File: src/logic/tlic_map.svh
`ifndef TLIC_MAP_SVH
`define TLIC_MAP_SVH

// ----------------------------------------------------------------
// Register indexes (byte address is four times the index)
// ----------------------------------------------------------------
`define TLIC_IDX_IE_MAIN   8'ha8
`define TLIC_IDX_PRIO_MAIN 8'hb8
`define TLIC_IDX_FLAGS     8'hc0
`define TLIC_IDX_PORT_EN   8'he8
`define TLIC_IDX_POL       8'he9
`define TLIC_IDX_PORT_PRIO 8'hf8
`define TLIC_IDX_STS       8'h10
`define TLIC_IDX_MASK      8'h11
`define TLIC_IDX_CTRL      8'h12
`define TLIC_IDX_STATE     8'h13

// ----------------------------------------------------------------
// Reset values and field positions
// ----------------------------------------------------------------
`define TLIC_RST_REG       8'h00
`define TLIC_RST_EVT       3'h0
`define TLIC_BIT_GLOBAL    7
`define TLIC_BIT_TMR2      5
`define TLIC_BIT_UART      4
`define TLIC_BIT_TMR1      3
`define TLIC_BIT_XPIN1     2
`define TLIC_BIT_TMR0      1
`define TLIC_BIT_XPIN0     0
`define TLIC_BIT_CLKOUT    0
`define TLIC_STS_TAKEN     0
`define TLIC_STS_FLAG      1
`define TLIC_STS_WAKE      2

// ----------------------------------------------------------------
// Source ranks, highest first, and their vectors
// ----------------------------------------------------------------
`define TLIC_NSRC          14
`define TLIC_SRC_TMR2      4'h9
`define TLIC_VEC_XPIN0     16'h0003
`define TLIC_VEC_UART      16'h0023
`define TLIC_VEC_PORT5     16'h0053
`define TLIC_VEC_TMR0      16'h000b
`define TLIC_VEC_PORT6     16'h005b
`define TLIC_VEC_XPIN1     16'h0013
`define TLIC_VEC_PORT2     16'h003b
`define TLIC_VEC_PORT7     16'h0063
`define TLIC_VEC_TMR1      16'h001b
`define TLIC_VEC_TMR2      16'h002b
`define TLIC_VEC_PORT3     16'h0043
`define TLIC_VEC_PORT8     16'h006b
`define TLIC_VEC_PORT4     16'h004b
`define TLIC_VEC_PORT9     16'h0073

`endif

File: src/logic/tlic_pkg.sv
`include "tlic_map.svh"

package tlic_pkg;

  typedef logic [3:0]  tlic_src_t;
  typedef logic [13:0] tlic_srcvec_t;

  // Nesting of routines in service
  typedef enum logic [3:0] {
    TLIC_NONE  = 4'b0001,
    TLIC_LO    = 4'b0010,
    TLIC_HI    = 4'b0100,
    TLIC_LO_HI = 4'b1000
  } tlic_nest_e;

  function automatic logic [15:0] tlic_vector(input tlic_src_t idx);
    logic [15:0] v;
    v = `TLIC_VEC_PORT9;
    unique case (idx)
      4'h0: v = `TLIC_VEC_XPIN0;
      4'h1: v = `TLIC_VEC_UART;
      4'h2: v = `TLIC_VEC_PORT5;
      4'h3: v = `TLIC_VEC_TMR0;
      4'h4: v = `TLIC_VEC_PORT6;
      4'h5: v = `TLIC_VEC_XPIN1;
      4'h6: v = `TLIC_VEC_PORT2;
      4'h7: v = `TLIC_VEC_PORT7;
      4'h8: v = `TLIC_VEC_TMR1;
      4'h9: v = `TLIC_VEC_TMR2;
      4'ha: v = `TLIC_VEC_PORT3;
      4'hb: v = `TLIC_VEC_PORT8;
      4'hc: v = `TLIC_VEC_PORT4;
      default: v = `TLIC_VEC_PORT9;
    endcase
    return v;
  endfunction

endpackage

File: src/logic/tlic_arb_if.sv
`timescale 1ns/1ps

interface tlic_arb_if;
  import tlic_pkg::*;
  tlic_srcvec_t req;
  tlic_srcvec_t hi;
  logic         allow_hi;
  logic         allow_lo;
  logic         valid;
  tlic_src_t    idx;
  logic         is_hi;

  modport arb  (input req, hi, allow_hi, allow_lo,
                output valid, idx, is_hi);
  modport user (output req, hi, allow_hi, allow_lo,
                input valid, idx, is_hi);
endinterface

File: src/logic/tlic_top.sv
// The Wishbone interface to the registers was left to the implementer.
`timescale 1ns/1ps
`include "tlic_map.svh"

module tlic_top
  import tlic_pkg::*;
(
  input  wire logic        core_clk_i,
  input  wire logic        rst_n_i,
  input  wire logic        ce_i,
  input  wire logic        wb_cyc_i,
  input  wire logic        wb_stb_i,
  input  wire logic        wb_we_i,
  input  wire logic [9:0]  wb_adr_i,
  input  wire logic [3:0]  wb_sel_i,
  input  wire logic [31:0] wb_dat_i,
  output logic [31:0]      wb_dat_o,
  output logic             wb_ack_o,
  input  wire logic        ext_pin_a_i,
  input  wire logic        ext_pin_b_i,
  input  wire logic        tmr0_ovf_i,
  input  wire logic        tmr1_ovf_i,
  input  wire logic        tmr2_ovf_i,
  input  wire logic        tmr2_ext_flag_i,
  input  wire logic        uart_rx_flag_i,
  input  wire logic        uart_tx_flag_i,
  input  wire logic [7:0]  port1_ext_irqs_i,
  input  wire logic        core_take_i,
  input  wire logic        core_reti_i,
  input  wire logic        core_idle_i,
  input  wire logic        core_pdown_i,
  output logic             irq_req_o,
  output logic [15:0]      irq_vector_o,
  output logic             irq_hi_o,
  output logic             idle_exit_o,
  output logic             wake_o,
  output logic             irq_o
);

  // ----------------------------------------------------------------
  // Registers
  // ----------------------------------------------------------------
  logic [7:0]  irq_enable_main_q;
  logic [7:0]  irq_priority_main_q;
  logic [7:0]  port_irq_request_flags_q;
  logic [7:0]  port_irq_enable_q;
  logic [7:0]  port_irq_polarity_q;
  logic [7:0]  port_irq_priority_q;
  logic [2:0]  evt_sts_q;
  logic [2:0]  evt_mask_q;
  logic        tmr2_clkout_en_q;
  logic        wb_ack_q;
  logic [31:0] wb_dat_q;
  logic        irq_req_q;
  logic [15:0] irq_vector_q;
  logic        irq_hi_q;
  logic        idle_exit_q;
  logic        wake_q;
  logic        irq_q;
  tlic_src_t   idx_q;
  tlic_nest_e  nest_q;

  logic [7:0]  reg_idx;
  logic        wr_en;
  logic        rd_en;
  logic        wr_lane;
  logic [7:0]  wdat;
  logic [7:0]  port_active;
  logic [7:0]  flag_d;
  logic [2:0]  evt_set;
  logic [2:0]  evt_sts_d;
  logic [31:0] rd_d;
  logic        take;
  logic        global_irq_enable;
  logic        tmr2_src;
  logic        wake_d;

  tlic_arb_if arb_bus ();

  tlic_arb u_arb (
    .a (arb_bus.arb)
  );

  // ----------------------------------------------------------------
  // Bus decode
  // ----------------------------------------------------------------
  // Accesses complete on the edge where ack is seen by the master
  assign reg_idx = wb_adr_i[9:2];
  assign rd_en   = wb_cyc_i && wb_stb_i && !wb_ack_q;
  assign wr_en   = wb_cyc_i && wb_stb_i && wb_we_i && wb_ack_q;
  assign wr_lane = wb_sel_i[0];
  assign wdat    = wb_dat_i[7:0];
  assign take    = irq_req_q && core_take_i;

  always_comb begin
    rd_d = 32'h0000_0000;
    unique case (reg_idx)
      `TLIC_IDX_IE_MAIN:   rd_d[7:0] = irq_enable_main_q;
      `TLIC_IDX_PRIO_MAIN: rd_d[7:0] = irq_priority_main_q;
      `TLIC_IDX_FLAGS:     rd_d[7:0] = port_irq_request_flags_q;
      `TLIC_IDX_PORT_EN:   rd_d[7:0] = port_irq_enable_q;
      `TLIC_IDX_POL:       rd_d[7:0] = port_irq_polarity_q;
      `TLIC_IDX_PORT_PRIO: rd_d[7:0] = port_irq_priority_q;
      `TLIC_IDX_STS:       rd_d[2:0] = evt_sts_q;
      `TLIC_IDX_MASK:      rd_d[2:0] = evt_mask_q;
      `TLIC_IDX_CTRL:      rd_d[0]   = tmr2_clkout_en_q;
      `TLIC_IDX_STATE:     rd_d[8:0] = {nest_q, idx_q, irq_req_q};
      default:             rd_d = 32'h0000_0000;
    endcase
  end

  always_ff @(posedge core_clk_i or negedge rst_n_i) begin
    if (!rst_n_i) begin
      wb_ack_q <= 1'b0;
      wb_dat_q <= 32'h0000_0000;
    end else if (ce_i) begin
      wb_ack_q <= rd_en;
      if (rd_en) begin
        wb_dat_q <= rd_d;
      end
    end
  end

  // ----------------------------------------------------------------
  // Configuration registers
  // ----------------------------------------------------------------
  // reset clears all registers
  always_ff @(posedge core_clk_i or negedge rst_n_i) begin
    if (!rst_n_i) begin
      irq_enable_main_q   <= `TLIC_RST_REG;
      irq_priority_main_q <= `TLIC_RST_REG;
      port_irq_enable_q   <= `TLIC_RST_REG;
      port_irq_polarity_q <= `TLIC_RST_REG;
      port_irq_priority_q <= `TLIC_RST_REG;
      evt_mask_q          <= `TLIC_RST_EVT;
      tmr2_clkout_en_q    <= 1'b0;
    end else if (ce_i && wr_en && wr_lane) begin
      unique case (reg_idx)
        `TLIC_IDX_IE_MAIN:   irq_enable_main_q   <= wdat;
        `TLIC_IDX_PRIO_MAIN: irq_priority_main_q <= wdat;
        `TLIC_IDX_PORT_EN:   port_irq_enable_q   <= wdat;
        `TLIC_IDX_POL:       port_irq_polarity_q <= wdat;
        `TLIC_IDX_PORT_PRIO: port_irq_priority_q <= wdat;
        `TLIC_IDX_MASK:      evt_mask_q          <= wdat[2:0];
        `TLIC_IDX_CTRL:      tmr2_clkout_en_q    <= wdat[0];
        default: ;
      endcase
    end
  end

  // ----------------------------------------------------------------
  // Port request flags
  // ----------------------------------------------------------------
  // pin n feeds port interrupt n+2; polarity 1 = high
  assign port_active = ~(port1_ext_irqs_i ^ port_irq_polarity_q);

  always_comb begin
    flag_d = port_irq_request_flags_q;
    if (wr_en && wr_lane && reg_idx == `TLIC_IDX_FLAGS) begin
      flag_d = wdat;
    end
    // active level sets flag; set beats a clearing write
    flag_d = flag_d | port_active;
  end

  // no clear on vectoring; only software writes clear
  always_ff @(posedge core_clk_i or negedge rst_n_i) begin
    if (!rst_n_i) begin
      port_irq_request_flags_q <= `TLIC_RST_REG;
    end else if (ce_i) begin
      port_irq_request_flags_q <= flag_d;
    end
  end

  // ----------------------------------------------------------------
  // Source gathering
  // ----------------------------------------------------------------
  assign global_irq_enable = irq_enable_main_q[`TLIC_BIT_GLOBAL];
  // roll-overs ignored in clock-out mode, external flag kept
  assign tmr2_src = (tmr2_ovf_i && !tmr2_clkout_en_q) || tmr2_ext_flag_i;

  always_comb begin
    logic [7:0] pr;
    logic [7:0] pe;
    logic [7:0] pp;
    logic [7:0] ce;
    logic [7:0] cp;
    pr = port_irq_request_flags_q & port_irq_enable_q;
    pe = port_irq_priority_q;
    ce = irq_enable_main_q;
    cp = irq_priority_main_q;
    pp = pr;
    // rank order: ext0 uart p5 t0 p6 ext1 p2 p7 t1 t2 p3 p8 p4 p9
    arb_bus.req = {pp[7], pp[2], pp[6], pp[1],
                   tmr2_src && ce[`TLIC_BIT_TMR2],
                   tmr1_ovf_i && ce[`TLIC_BIT_TMR1],
                   pp[5], pp[0],
                   ext_pin_b_i && ce[`TLIC_BIT_XPIN1],
                   pp[4],
                   tmr0_ovf_i && ce[`TLIC_BIT_TMR0],
                   pp[3],
                   (uart_rx_flag_i || uart_tx_flag_i) && ce[`TLIC_BIT_UART],
                   ext_pin_a_i && ce[`TLIC_BIT_XPIN0]};
    arb_bus.hi  = {pe[7], pe[2], pe[6], pe[1],
                   cp[`TLIC_BIT_TMR2], cp[`TLIC_BIT_TMR1],
                   pe[5], pe[0], cp[`TLIC_BIT_XPIN1], pe[4],
                   cp[`TLIC_BIT_TMR0], pe[3], cp[`TLIC_BIT_UART],
                   cp[`TLIC_BIT_XPIN0]};
    if (!global_irq_enable) begin
      arb_bus.req = 14'h0000;
    end
    // high level open unless a high routine runs
    arb_bus.allow_hi = (nest_q == TLIC_NONE) || (nest_q == TLIC_LO);
    arb_bus.allow_lo = (nest_q == TLIC_NONE);
  end

  // ----------------------------------------------------------------
  // Vector hand-off and nesting
  // ----------------------------------------------------------------
  // Request drops for one cycle after a take so the next pick sees
  // the updated nesting state
  always_ff @(posedge core_clk_i or negedge rst_n_i) begin
    if (!rst_n_i) begin
      irq_req_q    <= 1'b0;
      irq_vector_q <= 16'h0000;
      irq_hi_q     <= 1'b0;
      idx_q        <= 4'h0;
    end else if (ce_i) begin
      // vector offered until the core takes it
      irq_req_q    <= arb_bus.valid && !take;
      irq_vector_q <= tlic_vector(arb_bus.idx);
      irq_hi_q     <= arb_bus.is_hi;
      idx_q        <= arb_bus.idx;
    end
  end

  // A take in the same cycle as a return wins; the return is lost
  always_ff @(posedge core_clk_i or negedge rst_n_i) begin
    if (!rst_n_i) begin
      nest_q <= TLIC_NONE;
    end else if (ce_i) begin
      unique case (nest_q)
        TLIC_NONE: begin
          if (take) begin
            nest_q <= irq_hi_q ? TLIC_HI : TLIC_LO;
          end
        end
        TLIC_LO: begin
          if (take && irq_hi_q) begin
            nest_q <= TLIC_LO_HI;
          end else if (core_reti_i && !take) begin
            nest_q <= TLIC_NONE;
          end
        end
        TLIC_HI: begin
          if (core_reti_i) begin
            nest_q <= TLIC_NONE;
          end
        end
        TLIC_LO_HI: begin
          if (core_reti_i) begin
            nest_q <= TLIC_LO;
          end
        end
        default: nest_q <= TLIC_NONE;
      endcase
    end
  end

  // ----------------------------------------------------------------
  // Power management and event interrupt
  // ----------------------------------------------------------------
  // enabled active port level wakes power-down
  assign wake_d = core_pdown_i && |(port_active & port_irq_enable_q);

  always_comb begin
    evt_set = 3'h0;
    evt_set[`TLIC_STS_TAKEN] = take;
    evt_set[`TLIC_STS_FLAG]  = |(port_active & ~port_irq_request_flags_q);
    evt_set[`TLIC_STS_WAKE]  = wake_d;
    evt_sts_d = evt_sts_q;
    if (wr_en && wr_lane && reg_idx == `TLIC_IDX_STS) begin
      evt_sts_d = evt_sts_q & ~wdat[2:0];
    end
    evt_sts_d = evt_sts_d | evt_set;
  end

  always_ff @(posedge core_clk_i or negedge rst_n_i) begin
    if (!rst_n_i) begin
      evt_sts_q   <= `TLIC_RST_EVT;
      irq_q       <= 1'b0;
      wake_q      <= 1'b0;
      idle_exit_q <= 1'b0;
    end else if (ce_i) begin
      evt_sts_q   <= evt_sts_d;
      irq_q       <= |(evt_sts_q & evt_mask_q);
      wake_q      <= wake_d;
      idle_exit_q <= take && core_idle_i;
    end
  end

  assign wb_ack_o     = wb_ack_q;
  assign wb_dat_o     = wb_dat_q;
  assign irq_req_o    = irq_req_q;
  assign irq_vector_o = irq_vector_q;
  assign irq_hi_o     = irq_hi_q;
  assign idle_exit_o  = idle_exit_q;
  assign wake_o       = wake_q;
  assign irq_o        = irq_q;

  logic [13:0] lvl_req;
  logic [13:0] en_rank;
  logic        sel_en;
  assign lvl_req = arb_bus.req & (arb_bus.is_hi ? arb_bus.hi : ~arb_bus.hi);
  // Enables in rank order, kept apart from the request path
  assign en_rank = {port_irq_enable_q[7], port_irq_enable_q[2],
                    port_irq_enable_q[6], port_irq_enable_q[1],
                    irq_enable_main_q[5], irq_enable_main_q[3],
                    port_irq_enable_q[5], port_irq_enable_q[0],
                    irq_enable_main_q[2], port_irq_enable_q[4],
                    irq_enable_main_q[1], port_irq_enable_q[3],
                    irq_enable_main_q[4], irq_enable_main_q[0]};
  assign sel_en  = global_irq_enable && en_rank[arb_bus.idx];
endmodule

File: src/logic/tlic_arb.sv
`timescale 1ns/1ps
`include "tlic_map.svh"

module tlic_arb
  import tlic_pkg::*;
(
  tlic_arb_if.arb a
);

  // Lowest set bit wins: bit 0 is the top of the fixed ranking
  function automatic logic [4:0] first_set(input tlic_srcvec_t v);
    logic [4:0] r;
    r = 5'h00;
    for (int i = `TLIC_NSRC - 1; i >= 0; i--) begin
      if (v[i]) begin
        r = {1'b1, 4'(i)};
      end
    end
    return r;
  endfunction

  logic [4:0] pick_hi;
  logic [4:0] pick_lo;

  // ----------------------------------------------------------------
  // Two-level choice
  // ----------------------------------------------------------------
  always_comb begin
    pick_hi = first_set(a.req & a.hi);
    pick_lo = first_set(a.req & ~a.hi);
    a.valid = 1'b0;
    a.idx   = 4'h0;
    a.is_hi = 1'b0;
    if (pick_hi[4] && a.allow_hi) begin
      a.valid = 1'b1;
      a.idx   = pick_hi[3:0];
      a.is_hi = 1'b1;
    end else if (pick_lo[4] && a.allow_lo) begin
      a.valid = 1'b1;
      a.idx   = pick_lo[3:0];
    end
  end

endmodule

File: config.mk
export PLATFORM = sky130hd
export DESIGN_NAME = tlic_top
export DESIGN_NICKNAME = d
export VERILOG_FILES = /design/src/logic/tlic_pkg.sv /design/src/logic/tlic_arb_if.sv /design/src/logic/tlic_top.sv /design/src/logic/tlic_arb.sv
export VERILOG_INCLUDE_DIRS = /design/src /design/src/logic
export SDC_FILE = /design/constraint.sdc
export NUM_CORES = 1
export LEC_CHECK = 0
export ABC_AREA = 1
export BUFFER_PORTS_ARGS = -buffer_cell sky130_fd_sc_hd__clkbuf_2
export CAP_MARGIN = 20
export CORE_ASPECT_RATIO = 1.75
export CORE_MARGIN = 3
export CORE_UTILIZATION = 52
export DETAILED_ROUTE_END_ITERATION = 16
export HOLD_SLACK_MARGIN = 0.12
export MAX_ROUTING_LAYER = met4
export PLACE_DENSITY = 0.86
export SLEW_MARGIN = 25
export SYNTH_ARGS = -nofsm -noshare
export SYNTH_HDL_FRONTEND = slang
export SYNTH_SLANG_ARGS = --single-unit
File: constraint.sdc
create_clock -name core_clk_i -period 3.2 [get_ports core_clk_i]
set_clock_uncertainty 0.1 [all_clocks]
set_input_delay 0.16 -clock core_clk_i [delete_from_list [all_inputs] [get_ports core_clk_i]]
set_output_delay 0.16 -clock core_clk_i [all_outputs]
set_load 0.02 [all_outputs]
==> impl_metrics.toml <==
[run_status]
status = "finished clean"

[die]
num_rows = 47
die_h_microns = 137
start_util = 0.536
die_area_sq_um = 11100
die_x_microns = 80.9
io_pins = 126
fp.coreArea_sq_um = 9530

[clock_tree]
cts-root-buf = "clkbuf_16"
h-tree-depth = 3
clk_pin_slew_ns = 0.06
clock-sinks = 83
cts_setup_buffers = 0
cts_made_buffers = 9
cts_tree = "built"
clock_latency_ns = 0.33
clockBufferDepth = 2

[timing]
fin_crit_sh = 0.875
setup-violations-final = 0
fmax_mhz = 357
finalHoldViolCount = 0
worst_pin_slew_ns = 0.744
period_needed_ns = 2.80
rsz0062_at_grt = "no"
slew_headroom = 0.504
finalSetupTns_ns = 0
drv_slew = 0

[logic_synthesis]
async_flop_share = 1.00
netlist_area_sq_um = 5110
synth_area_per_cell_sq_um = 7.54
ys_seq_elements = 83
yosysWarnings = 0
syn-instance-count = 677
synth-edff-count = 0
yosysUniqueCellTypes = 51
seq_area_frac_synth = 0.407
synthFlopType = "dfrtp_1"

[finish]
final_core_util = 0.615
layout-drive-gt1-share = 0.152
nNetsFinal = 831
mostFrequentLayoutCells = "nand2_1, inv_1, dfrtp_1, o21ai_0, clkbuf_2"
area_delta_synth_final_pct = 14.7
final_common_cell = "nand2_1"
n_antenna_cell = 0

[grt]
antenna_found_initial = 0
grt_pass1_wl_microns = 23900
grt_max_degree = 84
grt_remaining_overflow = 0
first_global_vias = 4681
grt_usage = 0.298

[routing]
num_vias = 4940
wl_microns = 15300
firstDrtPassIters = 5
wire_per_inst_microns = 17.5
drc = 0
vias_per_cell = 5.62
first_iter_violations = 307
ant_nets = 0

[pwr]
irDropWorstVdd_mv = 0.282
p_per_area_nw_per_um2 = 415
p_leak_nw = 3.00
power_mw = 2.43

[job]
cap_violations = 0

[min_path]
hold_class = "in -> reg"

[place]
gp_congestion = 1.05
post-dp-hpwl_microns = 11900
place.port_buffers = 63

[worst_setup_path]
crit_path_start_kind = "flop"
crit_fanout = 17
cp.arrival_ns = 2.92
path_class = "reg -> reg"
required_ns = 3.32
worstSetupEndpointType = "flop"
per-layer routing:
| layer | track usage | vias to the layer above | share of wire |
|---|---|---|---|
| li1 | - | 2321 | - |
| met1 | 0.314 | 2338 | 0.36 |
| met2 | 0.520 | 226 | 0.53 |
| met3 | 0.0349 | 55 | 0.049 |
| met4 | 0.183 | 0 | 0.061 |
| met5 | - | - | 0 |
cells in the mapped netlist, types with 2 or more instances:
master,number,area (sq um)
ha_1,6,75.1
nand2_1,187,702
o221ai_1,5,43.8
a221oi_1,5,43.8
inv_1,81,304
clkinv_1,2,7.51
nand3_1,20,100
xnor2_1,6,52.6
a31oi_1,3,18.8
xor2_1,2,17.5
o22ai_1,12,75.1
and2_1,2,12.5
o21bai_1,2,15.0
a21oi_1,12,60.1
buf_4,34,255
a21o_1,3,22.5
nor2_1,32,120
o21ai_0,80,400
inv_2,4,15.0
nand2_4,3,33.8
nor3_2,3,30.0
nor2_2,6,37.5
buf_6,3,33.8
dfrtp_1,82,2050
nand4_2,2,25.0
clkbuf_1,10,37.5
nand2_2,3,18.8
nor4_1,2,12.5
nand3b_1,3,22.5
o21ai_1,4,20.0
nand3_2,5,50.1
nor3_1,8,40.0
nand4_1,27,169
cell families (layout without fill, tap and decap cells):
| family | after synthesis | after routing | synth area share |
|---|---|---|---|
| compound gates | 135 | 135 | 0.152 |
| buf+inv | 135 | 183 | 0.129 |
| fa+ha+maj | 6 | 6 | 0.0147 |
| other cells | 1 | 33 | 0.000734 |
| flops | 83 | 83 | 0.407 |
| xor+xnor | 8 | 8 | 0.0137 |
| simple gates | 309 | 309 | 0.283 |
stage by stage:
stage	setup slack, ns	cells	cell area, sq um	hold slack (ns)
2_1_floorplan	0.922	709	5230	-0.236
3_3_place_gp	0.319	849	5390	0.289
3_5_place_dp	0.235	849	5390	0.301
4_1_cts	0.199	879	5850	0.142
5_1_grt	0.163	879	5860	0.146
6_report	0.401	879	5860	0.126
final timing paths:
check,slack [ns],startpoint,end,depth (start not counted)
max in group asynchronous,2.13,rst_n_i,irq_enable_main_q[7]$_DFFE_PN0P_,2
worst min-delay path,0.13,wb_dat_i[7],irq_enable_main_q[7]$_DFFE_PN0P_,3
min in group asynchronous,0.34,rst_n_i,irq_vector_o[5]$_DFFE_PN0P_,2
worst max register to register,0.40,irq_enable_main_q[7]$_DFFE_PN0P_,irq_vector_o[4]$_DFFE_PN0P_,17
worst max-delay path,0.40,irq_enable_main_q[7]$_DFFE_PN0P_,irq_vector_o[4]$_DFFE_PN0P_,17
worst min register to register,0.38,wb_dat_o[2]$_DFFE_PN0P_,wb_dat_o[2]$_DFFE_PN0P_,1
worst max-delay path: stages, from the launching register on:
cell,delay [ns]
dfrtp_2,0.54
buf_4,0.20
nand4_1,0.15
and2_1,0.17
nand2_1,0.07
nor2_1,0.14
nand2_1,0.11
nand2_4,0.13
nand2_1,0.07
nor2_1,0.10
nand2_1,0.07
nand2_2,0.11
inv_1,0.13
ha_1,0.25
nand3_1,0.10
nand2_1,0.06
a21boi_1,0.12
nand2_1,0.07
what timing repair did:
| action | in CTS | in global routing |
|---|---|---|
| resized for setup | 0 | 1 |
| hold buffers | 15 | 0 |
| endpoints found under the setup margin | 0 | 3 |
| endpoints found under the hold margin | 102 | 0 |
state kept, by name, indices dropped and copies added (netlist names), 3 cells and up:
name,flops
nest_q,4
port_irq_polarity_q,8
evt_sts_q,3
irq_enable_main_q,8
port_irq_priority_q,8
idx_q,4
wb_dat_o,9
port_irq_request_flags_q,8
irq_vector_o,5
irq_priority_main_q,8
evt_mask_q,3
port_irq_enable_q,8
layout make-up:
class	instances	area, sq um
timing repair buffer	81	494
clock inverter	1	30.0
inverter	87	327
multi-input combinational	491	2490
fill	862	3670
clock buffer	14	284
tap	122	153
sequential	83	2080
report_power, final:
| part | total, mW | internal (mW) | switching, mW |
|---|---|---|---|
| Clock | 1.07 | 0.685 | 0.384 |
| Combinational | 0.273 | 0.0719 | 0.201 |
| Sequential | 1.09 | 1.07 | 0.0160 |
Note: power is estimated with default switching activity, not from simulation.
